$ cat config.mk
export PLATFORM = sky130hd
export DESIGN_NAME = sdram_core
export DESIGN_NICKNAME = d
export VERILOG_FILES = /design/src/rtl/sdram_pkg.sv /design/src/rtl/burst_column.sv /design/src/rtl/sdram_core.sv
export SDC_FILE = /design/constraint.sdc
export NUM_CORES = 1
export LEC_CHECK = 0
export ABC_AREA = 1
export BUFFER_PORTS_ARGS = -buffer_cell sky130_fd_sc_hd__buf_4
export CAP_MARGIN = 25
export CORE_AREA = 4 4 141 143
export DETAILED_ROUTE_END_ITERATION = 7
export DIE_AREA = 0 0 145 147
export GPL_ROUTABILITY_DRIVEN = 1
export MAX_ROUTING_LAYER = met4
export SETUP_SLACK_MARGIN = 0.1
export SLEW_MARGIN = 5
export SYNTH_ARGS = -nofsm -noshare
export SYNTH_HDL_FRONTEND = slang
export SYNTH_SLANG_ARGS = --single-unit
$ cat constraint.sdc
create_clock -name CLOCK -period 1.9 [get_ports CLOCK]
set_input_delay 0.38 -clock CLOCK [delete_from_list [all_inputs] [get_ports CLOCK]]
set_output_delay 0.38 -clock CLOCK [all_outputs]
set_load 0.02 [all_outputs]
$ cat src/rtl/sdram_pkg.sv
/*
 Shared constants for the SDRAM command decoder and burst column generator:
 command encodings, mode field positions, codes, timing and geometry.
 Assumes a single 20 MHz clock domain and a controller that drives commands.
*/
package sdram_pkg;
	localparam int ROW_BITS = 12;
	localparam int COL_BITS = 9;
	localparam int BANK_BITS = 2;
	localparam int MODE_BITS = 12;
	// Command code is {chip_select_n, row_strobe_n, column_strobe_n, write_enable_n}.
	localparam logic [3:0] CMD_LOAD_MODE = 4'h0;
	localparam logic [3:0] CMD_REFRESH = 4'h1;
	localparam logic [3:0] CMD_PRECHARGE = 4'h2;
	localparam logic [3:0] CMD_ACTIVE = 4'h3;
	localparam logic [3:0] CMD_WRITE = 4'h4;
	localparam logic [3:0] CMD_READ = 4'h5;
	localparam logic [3:0] CMD_TERMINATE = 4'h6;
	localparam logic [3:0] CMD_NOP = 4'h7;
	// Mode register field positions.
	localparam int BL_LSB = 0;
	localparam int ORDER_BIT = 3;
	localparam int LAT_LSB = 4;
	localparam int OPMODE_LSB = 7;
	localparam int WBURST_BIT = 9;
	localparam int AUTO_PRE_BIT = 10;
	localparam logic [2:0] BL_ONE = 3'h0;
	localparam logic [2:0] BL_TWO = 3'h1;
	localparam logic [2:0] BL_FOUR = 3'h2;
	localparam logic [2:0] BL_EIGHT = 3'h3;
	localparam logic [2:0] BL_PAGE = 3'h7;
	localparam logic [2:0] LAT_TWO = 3'h2;
	localparam logic [2:0] LAT_THREE = 3'h3;
	localparam logic [MODE_BITS-1:0] MODE_RESET = 12'h000;
	// Start-up wait: 100 us at 50 ns is 2000 cycles.
	localparam int STARTUP_US = 100;
	localparam int CLK_NS = 50;
	localparam int STARTUP_CYCLES = (STARTUP_US * 1000 + CLK_NS - 1) / CLK_NS;
	localparam int REFRESH_NEEDED = 2;
endpackage

$ cat src/rtl/burst_column.sv
/*
 Burst column generator: given the start column, beat count, length code and
 order bit, gives the column of the current beat. Purely combinational.
 Assumes the caller holds its inputs stable for the beat.
*/
`timescale 1ns/1ns
module burst_column #(
	parameter int COLS = 9
) (
	input wire logic [COLS-1:0] start,
	input wire logic [COLS-1:0] beat,
	input wire logic [2:0] length_code,
	input wire logic interleave,
	output logic [COLS-1:0] column
);
	logic [COLS-1:0] mask;
	logic [COLS-1:0] offset;
	// The mask marks the low bits that move inside the block; upper bits stay fixed.
	always_comb begin
		case (length_code)
			sdram_pkg::BL_TWO: mask = 9'h001;
			sdram_pkg::BL_FOUR: mask = 9'h003;
			sdram_pkg::BL_EIGHT: mask = 9'h007;
			sdram_pkg::BL_PAGE: mask = 9'h1FF;
			default: mask = 9'h000;
		endcase
		// Whole page ignores interleave since the order is not defined there.
		if (interleave && length_code != sdram_pkg::BL_PAGE)
			offset = start ^ beat;
		else
			offset = start + beat;
		column = (start & ~mask) | (offset & mask);
	end
endmodule

$ cat src/rtl/sdram_core.sv
/*
 SDRAM device command logic: start-up tracking, mode register, bank rows,
 burst column sequencing, auto precharge and read latency timing.
 Assumes commands are synchronous to CLOCK; NRST stands in for power-up.
*/
`timescale 1ns/1ns
// How it works
// - Access needs open row, then burst.
// - Active takes bank and twelve-bit row.
// - Read or write takes nine-bit start column.
// - Four banks, 4096 rows, 512 sixteen-bit columns.
// - Lengths 1,2,4,8,page plus burst terminate.
// - Auto precharge closes row after burst.
// - New column accepted every cycle.
// - Mode register loaded before operational commands.
// - Mode register holds until rewritten.
// - Mode fields: length, order, latency, mode, write.
// - Burst length caps locations per command.
// - Page bursts only with sequential order.
// - Upper column bits pick the burst block.
// - Fixed bursts wrap within their block.
// - Page bursts wrap within the row.
// - Order bit: sequential or interleaved.
// - Read drives at n+m-1, valid n+m.
// - Write burst bit forces single writes.
module sdram_core #(
	parameter int STARTUP = sdram_pkg::STARTUP_CYCLES
) (
	input wire logic CLOCK,
	input wire logic NRST,
	input wire logic [3:0] COMMAND,
	input wire logic [1:0] BANK,
	input wire logic [11:0] ADDRESS,
	output logic [1:0] ACCESS_BANK,
	output logic [11:0] ACCESS_ROW,
	output logic [8:0] ACCESS_COLUMN,
	output logic ACCESS_VALID,
	output logic ACCESS_WRITE,
	output logic DATA_DRIVE,
	output logic DATA_VALID,
	output logic READY,
	output logic [3:0] ROWS_OPEN
);
	typedef enum logic [1:0] {WAITING, PRECHARGED, REFRESHED, RUNNING} phase_t;
	typedef struct packed {
		phase_t phase;
		logic [11:0] wait_count;
		logic [1:0] refreshes;
		logic [11:0] mode;
		logic [3:0] open;
		logic [3:0][11:0] rows;
		logic burst;
		logic burst_write;
		logic burst_pre;
		logic [1:0] bank;
		logic [8:0] start;
		logic [8:0] beat;
		logic [9:0] length;
		logic [1:0] read_pipe;
		logic [1:0] acc_bank;
		logic [11:0] acc_row;
		logic [8:0] acc_col;
		logic acc_valid;
		logic acc_write;
		logic drive;
		logic valid;
		logic ready;
	} state_t;
	state_t s, next_s;
	logic [8:0] col_now;
	logic [8:0] col_start;
	logic [2:0] bl_code;
	logic [9:0] bl_words;
	logic is_rw;
	logic fire;
	assign bl_code = s.mode[sdram_pkg::BL_LSB +: 3];
	assign is_rw = (COMMAND == sdram_pkg::CMD_READ) || (COMMAND == sdram_pkg::CMD_WRITE);

	// Column of the beat in flight, and of a fresh command's first beat.
	burst_column #(.COLS(9)) i_burst_column (
		.start(s.start),
		.beat(s.beat),
		.length_code(bl_code),
		.interleave(s.mode[sdram_pkg::ORDER_BIT]),
		.column(col_now)
	);
	assign col_start = ADDRESS[8:0];

	// Beats per burst from the length code; reserved codes act as one beat.
	always_comb begin
		case (bl_code)
			sdram_pkg::BL_TWO: bl_words = 10'h002;
			sdram_pkg::BL_FOUR: bl_words = 10'h004;
			sdram_pkg::BL_EIGHT: bl_words = 10'h008;
			sdram_pkg::BL_PAGE: bl_words = 10'h200;
			default: bl_words = 10'h001;
		endcase
	end

	// Read and write only act once the open rows and start-up phase allow them.
	assign fire = is_rw && s.phase == RUNNING && s.open[BANK];

	// All next-state logic: start-up phases, mode, rows, burst and read timing.
	always_comb begin
		next_s = s;
		next_s.acc_valid = 1'b0;
		next_s.read_pipe = {s.read_pipe[0], 1'b0};
		if (s.wait_count != 12'h000)
			next_s.wait_count = s.wait_count - 12'h001;
		// A running burst steps one column per cycle until its length is used.
		if (s.burst) begin
			next_s.acc_valid = 1'b1;
			next_s.acc_bank = s.bank;
			next_s.acc_row = s.rows[s.bank];
			next_s.acc_col = col_now;
			next_s.acc_write = s.burst_write;
			if (!s.burst_write)
				next_s.read_pipe[0] = 1'b1;
			next_s.beat = s.beat + 9'h001;
			if ({1'b0, s.beat} + 10'h001 >= s.length) begin
				next_s.burst = 1'b0;
				if (s.burst_pre)
					next_s.open[s.bank] = 1'b0;
			end
		end
		case (COMMAND)
			sdram_pkg::CMD_PRECHARGE: begin
				if (s.phase == WAITING && s.wait_count == 12'h000)
					next_s.phase = PRECHARGED;
				if (ADDRESS[sdram_pkg::AUTO_PRE_BIT])
					next_s.open = 4'h0;
				else
					next_s.open[BANK] = 1'b0;
				if (s.burst && (ADDRESS[sdram_pkg::AUTO_PRE_BIT] || BANK == s.bank))
					next_s.burst = 1'b0;
			end
			sdram_pkg::CMD_REFRESH: begin
				if (s.phase == PRECHARGED && s.open == 4'h0) begin
					next_s.refreshes = s.refreshes + 2'h1;
					if (s.refreshes + 2'h1 == 2'(sdram_pkg::REFRESH_NEEDED))
						next_s.phase = REFRESHED;
				end
			end
			sdram_pkg::CMD_LOAD_MODE: begin
				// Load is ignored with a row open, since the result is undefined then.
				if (s.open == 4'h0 && s.phase != WAITING && s.phase != PRECHARGED) begin
					next_s.mode = ADDRESS;
					next_s.phase = RUNNING;
				end
			end
			sdram_pkg::CMD_ACTIVE: begin
				if (s.phase == RUNNING && !s.open[BANK]) begin
					next_s.open[BANK] = 1'b1;
					next_s.rows[BANK] = ADDRESS;
				end
			end
			sdram_pkg::CMD_TERMINATE: next_s.burst = 1'b0;
			default: ;
		endcase
		// A new column command replaces any burst in flight at once.
		if (fire) begin
			next_s.burst = 1'b1;
			next_s.bank = BANK;
			next_s.start = col_start;
			next_s.beat = 9'h000;
			next_s.burst_write = COMMAND == sdram_pkg::CMD_WRITE;
			next_s.burst_pre = ADDRESS[sdram_pkg::AUTO_PRE_BIT];
			if (COMMAND == sdram_pkg::CMD_WRITE && s.mode[sdram_pkg::WBURST_BIT])
				next_s.length = 10'h001;
			else
				next_s.length = bl_words;
		end
		// First beat leaves at the next edge; latency two drives one edge early.
		if (s.mode[sdram_pkg::LAT_LSB +: 3] == sdram_pkg::LAT_THREE) begin
			next_s.drive = s.read_pipe[0];
			next_s.valid = s.read_pipe[1];
		end else begin
			next_s.drive = s.burst && !s.burst_write;
			next_s.valid = s.read_pipe[0];
		end
		// Ready has its own flop so that the port carries no decode logic.
		next_s.ready = next_s.phase == RUNNING;
	end

	// One register stage for all state; reset stands in for power-up.
	always_ff @(posedge CLOCK) begin
		if (!NRST) begin
			s <= '0;
			s.phase <= WAITING;
			s.wait_count <= 12'(STARTUP);
			s.mode <= sdram_pkg::MODE_RESET;
		end else begin
			s <= next_s;
		end
	end

	assign ACCESS_BANK = s.acc_bank;
	assign ACCESS_ROW = s.acc_row;
	assign ACCESS_COLUMN = s.acc_col;
	assign ACCESS_VALID = s.acc_valid;
	assign ACCESS_WRITE = s.acc_write;
	assign DATA_DRIVE = s.drive;
	assign DATA_VALID = s.valid;
	assign READY = s.ready;
	assign ROWS_OPEN = s.open;

	// Read data is valid one cycle after the pins start driving.
	drive_then_valid_a: assert property (@(posedge CLOCK) disable iff (!NRST)
		s.valid |-> $past(s.drive)) else $error("valid without prior drive");
	// The burst starts one edge after the command and shows its first beat one edge later.
	first_column_a: assert property (@(posedge CLOCK) disable iff (!NRST)
		fire && !s.burst |-> ##2 ACCESS_VALID && ACCESS_COLUMN == $past(ADDRESS[8:0], 2))
		else $error("first column wrong");
	// Active stores the row for its bank.
	row_store_a: assert property (@(posedge CLOCK) disable iff (!NRST)
		COMMAND == sdram_pkg::CMD_ACTIVE && READY && !ROWS_OPEN[BANK]
		|=> ROWS_OPEN[$past(BANK)] && s.rows[$past(BANK)] == $past(ADDRESS))
		else $error("row not opened");
	// Columns stay in the block for a burst length of four.
	block_wrap_a: assert property (@(posedge CLOCK) disable iff (!NRST)
		s.burst && bl_code == sdram_pkg::BL_FOUR |=> ACCESS_COLUMN[8:2] == $past(s.start[8:2]))
		else $error("burst left block");
	// Single write when the write burst bit is set; a command right behind it may restart.
	single_write_a: assert property (@(posedge CLOCK) disable iff (!NRST)
		fire && COMMAND == sdram_pkg::CMD_WRITE && s.mode[sdram_pkg::WBURST_BIT] ##1 !fire
		|=> !s.burst) else $error("write burst not single");
	// Auto precharge closes the row at burst end.
	auto_close_a: assert property (@(posedge CLOCK) disable iff (!NRST)
		s.burst && s.burst_pre && !next_s.burst && COMMAND == sdram_pkg::CMD_NOP
		|=> !ROWS_OPEN[$past(s.bank)]) else $error("auto precharge missed");
	// Mode register changes only on a load.
	mode_hold_a: assert property (@(posedge CLOCK) disable iff (!NRST)
		COMMAND != sdram_pkg::CMD_LOAD_MODE |=> $stable(s.mode)) else $error("mode changed");
	// Terminate stops the burst.
	terminate_a: assert property (@(posedge CLOCK) disable iff (!NRST)
		COMMAND == sdram_pkg::CMD_TERMINATE |=> !s.burst) else $error("burst not ended");
endmodule

* Word level (Yosys, flattened, before mapping) *
Index checks and enable logic that the tools add are counted.

storage, ports and cells
  register bits = 141
  logic and storage cells = 128

operators by class
  order comparisons = 5
  equality and inequality tests = 18
  $add $sub $neg = 5
  reduce and logical (&&, ||, !) cells = 28
  multiplexer cells = 35
  bitwise operators = 11

operators by type and width
  operator                                                                count
  52-bit 2-to-1 mux                                                       1
  48-bit bitwise mux                                                      1
  10-bit one-hot mux with 4 select lines                                  1
  9-bit one-hot mux with 4 select lines                                   1
  33-bit 2-to-1 mux                                                       1
  12-bit binary-select mux with 2-bit select                              1
  12-bit demux with 2-bit select                                          1
  12-bit 2-to-1 mux                                                       2
  9-bit AND                                                               2
  9-bit 2-to-1 mux                                                        2
  4-bit 2-to-1 mux                                                        4
  1-bit logical AND                                                       13
  4-bit by 3-bit equality test with 1-bit output (second input constant)  3
  12-bit logical NOT                                                      1
  2-bit 2-to-1 mux                                                        6
  12-bit nonzero test                                                     1
  12-bit by 1-bit subtractor with 12-bit output (second input constant)   1
  9-bit by 1-bit adder with 10-bit output (second input constant)         1
  10-bit greater-or-equal comparator                                      1
  10-bit 2-to-1 mux                                                       1
  9-bit by 1-bit adder with 9-bit output (second input constant)          1
  9-bit adder                                                             1
  3-bit by 2-bit equality test with 1-bit output (second input constant)  3
  9-bit NOT                                                               1
  other kinds (31)                                                        51

* Logic depth before layout (Yosys ltp) *
  depth in word-level cells = 12
  mapped depth = 14
  depth with buffers taken out = 14

* By module *
Synthesis repeated with hierarchy kept, for this count alone.

second synthesis, totals
  cells, all modules = 842
  area total of the unflattened synthesis = 6414.9 um2

by module, submodules not included
  module        times used  cells each  area an instance (um2)
  sdram_core    1           737         5848.1
  burst_column  1           105         566.8

* Least setup slack after synthesis *
OpenSTA, ideal clock, no wires.

  path kind = reg-to-reg
  start point = reg s[42] (netlist name)
  end point = reg s (netlist bit ROWS_OPEN[0])
  data arrival time = 1896 ps
  setup slack = -66 ps
  required time = 1829 ps
  cell stages (with the launch flop) = 15
  clock period less this slack = 1966 ps
  setup time = 71 ps
  cell sequence = dfxtp_1 clkbuf_1 nand3_1 xor2_1 ha_1 a21o_1 nor2_1 nand2_1 nor2_1 nand3_1 nand2_1 nand2_1 nand2_1 nand2_1 a21oi_1

between the ends
  cells in the longest elaborated chain, start to end = 7

RTL lines
  what                                                          line                                  text
  start, declared                                               sdram_core.sv:69                      state_t s, next_s;
  start signal, assigned                                        sdram_core.sv:193                     s <= next_s;
  9-bit by 1-bit adder with 10-bit output *                     sdram_core.sv:120                     if ({1'b0, s.beat} + 10'h001 >= s.length) begin
  10-bit greater-or-equal comparator *                          sdram_core.sv:120
  4-bit 2-to-1 mux *                                            sdram_core.sv:120
  4-bit 2-to-1 mux *                                            sdram_core.sv:111                     if (s.burst) begin
  4-bit OR (no line) / 4-bit AND (equally long branches)        -
  52-bit 2-to-1 mux / 4-bit 2-to-1 mux (equally long branches)  sdram_core.sv:152, sdram_core.sv:130
  4-bit one-hot mux with 2 select lines *                       sdram_core.sv:126                     case (COMMAND)

Every way passes the cells marked *; elsewhere a longest branch is shown, timed or not.
A chain may end at the register's enable or synchronous reset.

* Final worst setup path *
  start point = reg s[40] (netlist name)
  end point = reg s (netlist bit ROWS_OPEN[0])

The elaborated chain is that of the path after synthesis.

==> summary.md <==
| Metric | Value |
|---|---|
| DRT iter0 DRCs | 461 |
| Syn Std Cell Area | approximately 6400 sq um |
| Synth area leaders | dfxtp_1, nand2_1, a21oi_1 |
| Drt drc | 0 |
| Mapped Nets | about 930 |
| Root Driver | clkbuf_16 |
| Ys Warns | 0 |
| Fill count | roughly 1.9k |
| Area Overhead vs Synth | 22.56% |
| Critical path class | reg -> reg |
| Hold_buf cts | 0 |
| Crit path time final | 1.949 ns |
| Clock Path Buffers | 2 |
| Final ANT Viol Nets | 0 |
| Unrepaired setup endpoints after global routing | true |
| Setup Viol. Count Final | 5 |
| Clock net sink count | 134 |
| Most common cell after layout, fill and taps aside | nand2_1 |
| Layout Utilization | 0.4228 |
| Top Ports | 52 |
| Outcome | finished, violations left |
| Max cap viols | 0 |
| Final Max Slew Viols | 0 |
| Seq/Total Area, Yosys | 0.4185 |
| Post-synth top area cell | dfxtp_1 |
| DP HPWL | about 11000 microns |
| Vias in the first global route | 5373 |
| Port buffer count | 51 |
| CP Launch Type | register |
| Final worst slack | -0.04853 ns |
| Count of cell types in the netlist | 37 |
| Fmax | around 0.51 GHz |
| Arrival time at the worst endpoint | 2.30 ns |
| Rel. slew slack | 0.5576 |
| Num CTS Buffers | 17 |
| Drt pass-1 iters | 4 |
| WL/cell | approximately 14 microns |
| Final nets | 977 |
| DIE HEIGHT | 147 microns |
| Avg Cell Area, Syn | between 7 and 8 sq um |
| Area fraction of the dominant cell type after synthesis | 0.4185 |
| DRT Wirelength | roughly 16000 microns |
| Period utilisation layout | 1.026 |
| R2r setup slk | -0.05 ns |
| Pwr dens | 797.8 nW/um^2 |
| Post-Syn Instances | 890 |
| DR vias/cell | 4.727 |
| First-pass GRT wire length | 27080 microns |
| Peak supply drop | 631.0 uV |
| Tot Pwr | between 6 and 7 mW |
| Seq. cell area | 2691 sq um |
| Multi-input combinational cell area | between 3000 and 4000 sq um |
| Register clock-pin slew on the reported worst setup and hold paths | 0.06 ns |
| Finished Cell Area | 7856 sq um |
| CTS tree | yes |
| Grt total ovfl | 0 |
| Routability cong. | a little under 0.9 |
| Starting Density | 0.3450 |
| Routed via count | about 5.6k |
| Layout cell share with drive strength beyond 1 | 0.1796 |
| H-Tree Depth | 4 |
| Diode count | 0 |
| Hold Slack | between 0.2 and 0.25 ns |
| Max FO, Critical Path | 5 |
| Die Wd | 145 microns |
| Placed inst area | roughly 7100 sq um |
| Core box area | 18580 sq um |
| Clk_lat worst skew | 0.42 ns |
| Final Skew | roughly 0.0066 ns |
| Yosys reg bits | 134 |
| Lkg Pwr | about 3.4 nW |
| GRT Total Usage | 0.1607 |
| Failing checks | setup timing |
| Hold Path Class | in -> reg |
| Largest net degree at the start of global routing | 99 |
| Commonest cells after routing, fill and taps aside | nand2_1, dfxtp_1, inv_1, nor2_1 |
| Least-Margin Pin Slew | 0.6612 ns |
| CP required | 2.26 ns |
| Fin. Hold Viols | 0 |
| Rows | 50 |
| Setup crit end kind | register |
| Initial antenna violation count | 0 |
| Die area | 21320 sq um |
-- through the flow --
stage | setup TNS (ns) | cells | setup WS [ns]
after floorplan | 0 | 890 | 0.09071
after global placement | -0.05569 | 1147 | -0.01756
after detailed placement | -0.2597 | 1147 | -0.07554
after CTS | -0.06953 | 1180 | -0.04410
after global routing | -1.157 | 1186 | -0.2294
final | -0.09929 | 1186 | -0.04853
-- power by group --
group	total, mW	internal (mW)	switching, mW
Clock	3.19	1.94	1.26
Combinational	0.235	0.0797	0.155
Sequential	2.84	2.83	0.0122
Total	6.27	4.84	1.43
-- critical path, stage by stage, from the launching register on --
cell	delay [ns]
dfxtp_4	0.38
nand3_4	0.09
xor2_2	0.16
ha_1	0.31
a21o_1	0.16
nor2_1	0.08
nand2_1	0.06
nor2_1	0.10
nand3_1	0.10
nand2_1	0.11
nand2_2	0.08
nand2_1	0.07
nand2_1	0.06
a21oi_2	0.13
-- path summary, 6_finish.rpt --
kind	from	endpoint	depth (start not counted)
setup / recovery	s[40]	ROWS_OPEN[0]	13
hold / removal	ADDRESS[11]	register	3
setup reg to reg	s[40]	ROWS_OPEN[0]	13
hold reg to reg	register	register	2
-- timing repair --
action / 4_1_cts / 5_1_grt
endpoints found under the hold margin: 0 / 0
endpoints found under the setup margin: 8 / 16
pin swaps: 7 / 6
cloned: 0 / 0
buffers inserted: 2 / 6
gates resized for setup: 10 / 16
-- cells by family (layout without fill, tap and decap cells) --
kind of cell | Yosys count | in the layout | synth area share
simple gates | 325 | 325 | 0.2192
fa+ha+maj | 17 | 17 | 0.03435
buf+inv | 187 | 249 | 0.1286
xor+xnor | 9 | 9 | 0.01230
compound gates | 218 | 218 | 0.1870
flops | 134 | 134 | 0.4185
-- synth_stat cells (all sizes together) --
library cell and count:
a211oi 7, a21o 1, a21oi 96, a221oi 12, a31oi 2, and3 1, buf 43, clkbuf 25
clkinv 1, dfxtp 134, fa 1, ha 16, inv 118, nand2 151, nand3 35, nand3b 2
nand4 11, nor2 108, nor3 10, nor3b 1, nor4 4, o211ai 4, o21a 3, o21ai 78
o22ai 15, or2 2, xnor2 3, xor2 6
-- area by class of cell --
class,count,share of cell area
Timing Repair Buffer,99,0.1073
Sequential cell,134,0.3426
Clock buffer,21,0.06116
Inverter,119,0.05686
Clock inverter,10,0.01210
Multi-Input combinational cell,569,0.3827
Tap cell,234,0.03727
-- metal layers --
metal  up-vias  GRT usage  wire length [microns]
li1       2980          -                      -
met4         0    0.05368                    228
met1      2523     0.2166                   8300
met2        84     0.2408                   7210
met5         -          -                      0
met3        19    0.03455                    628
(Power assumes the default switching activity.)
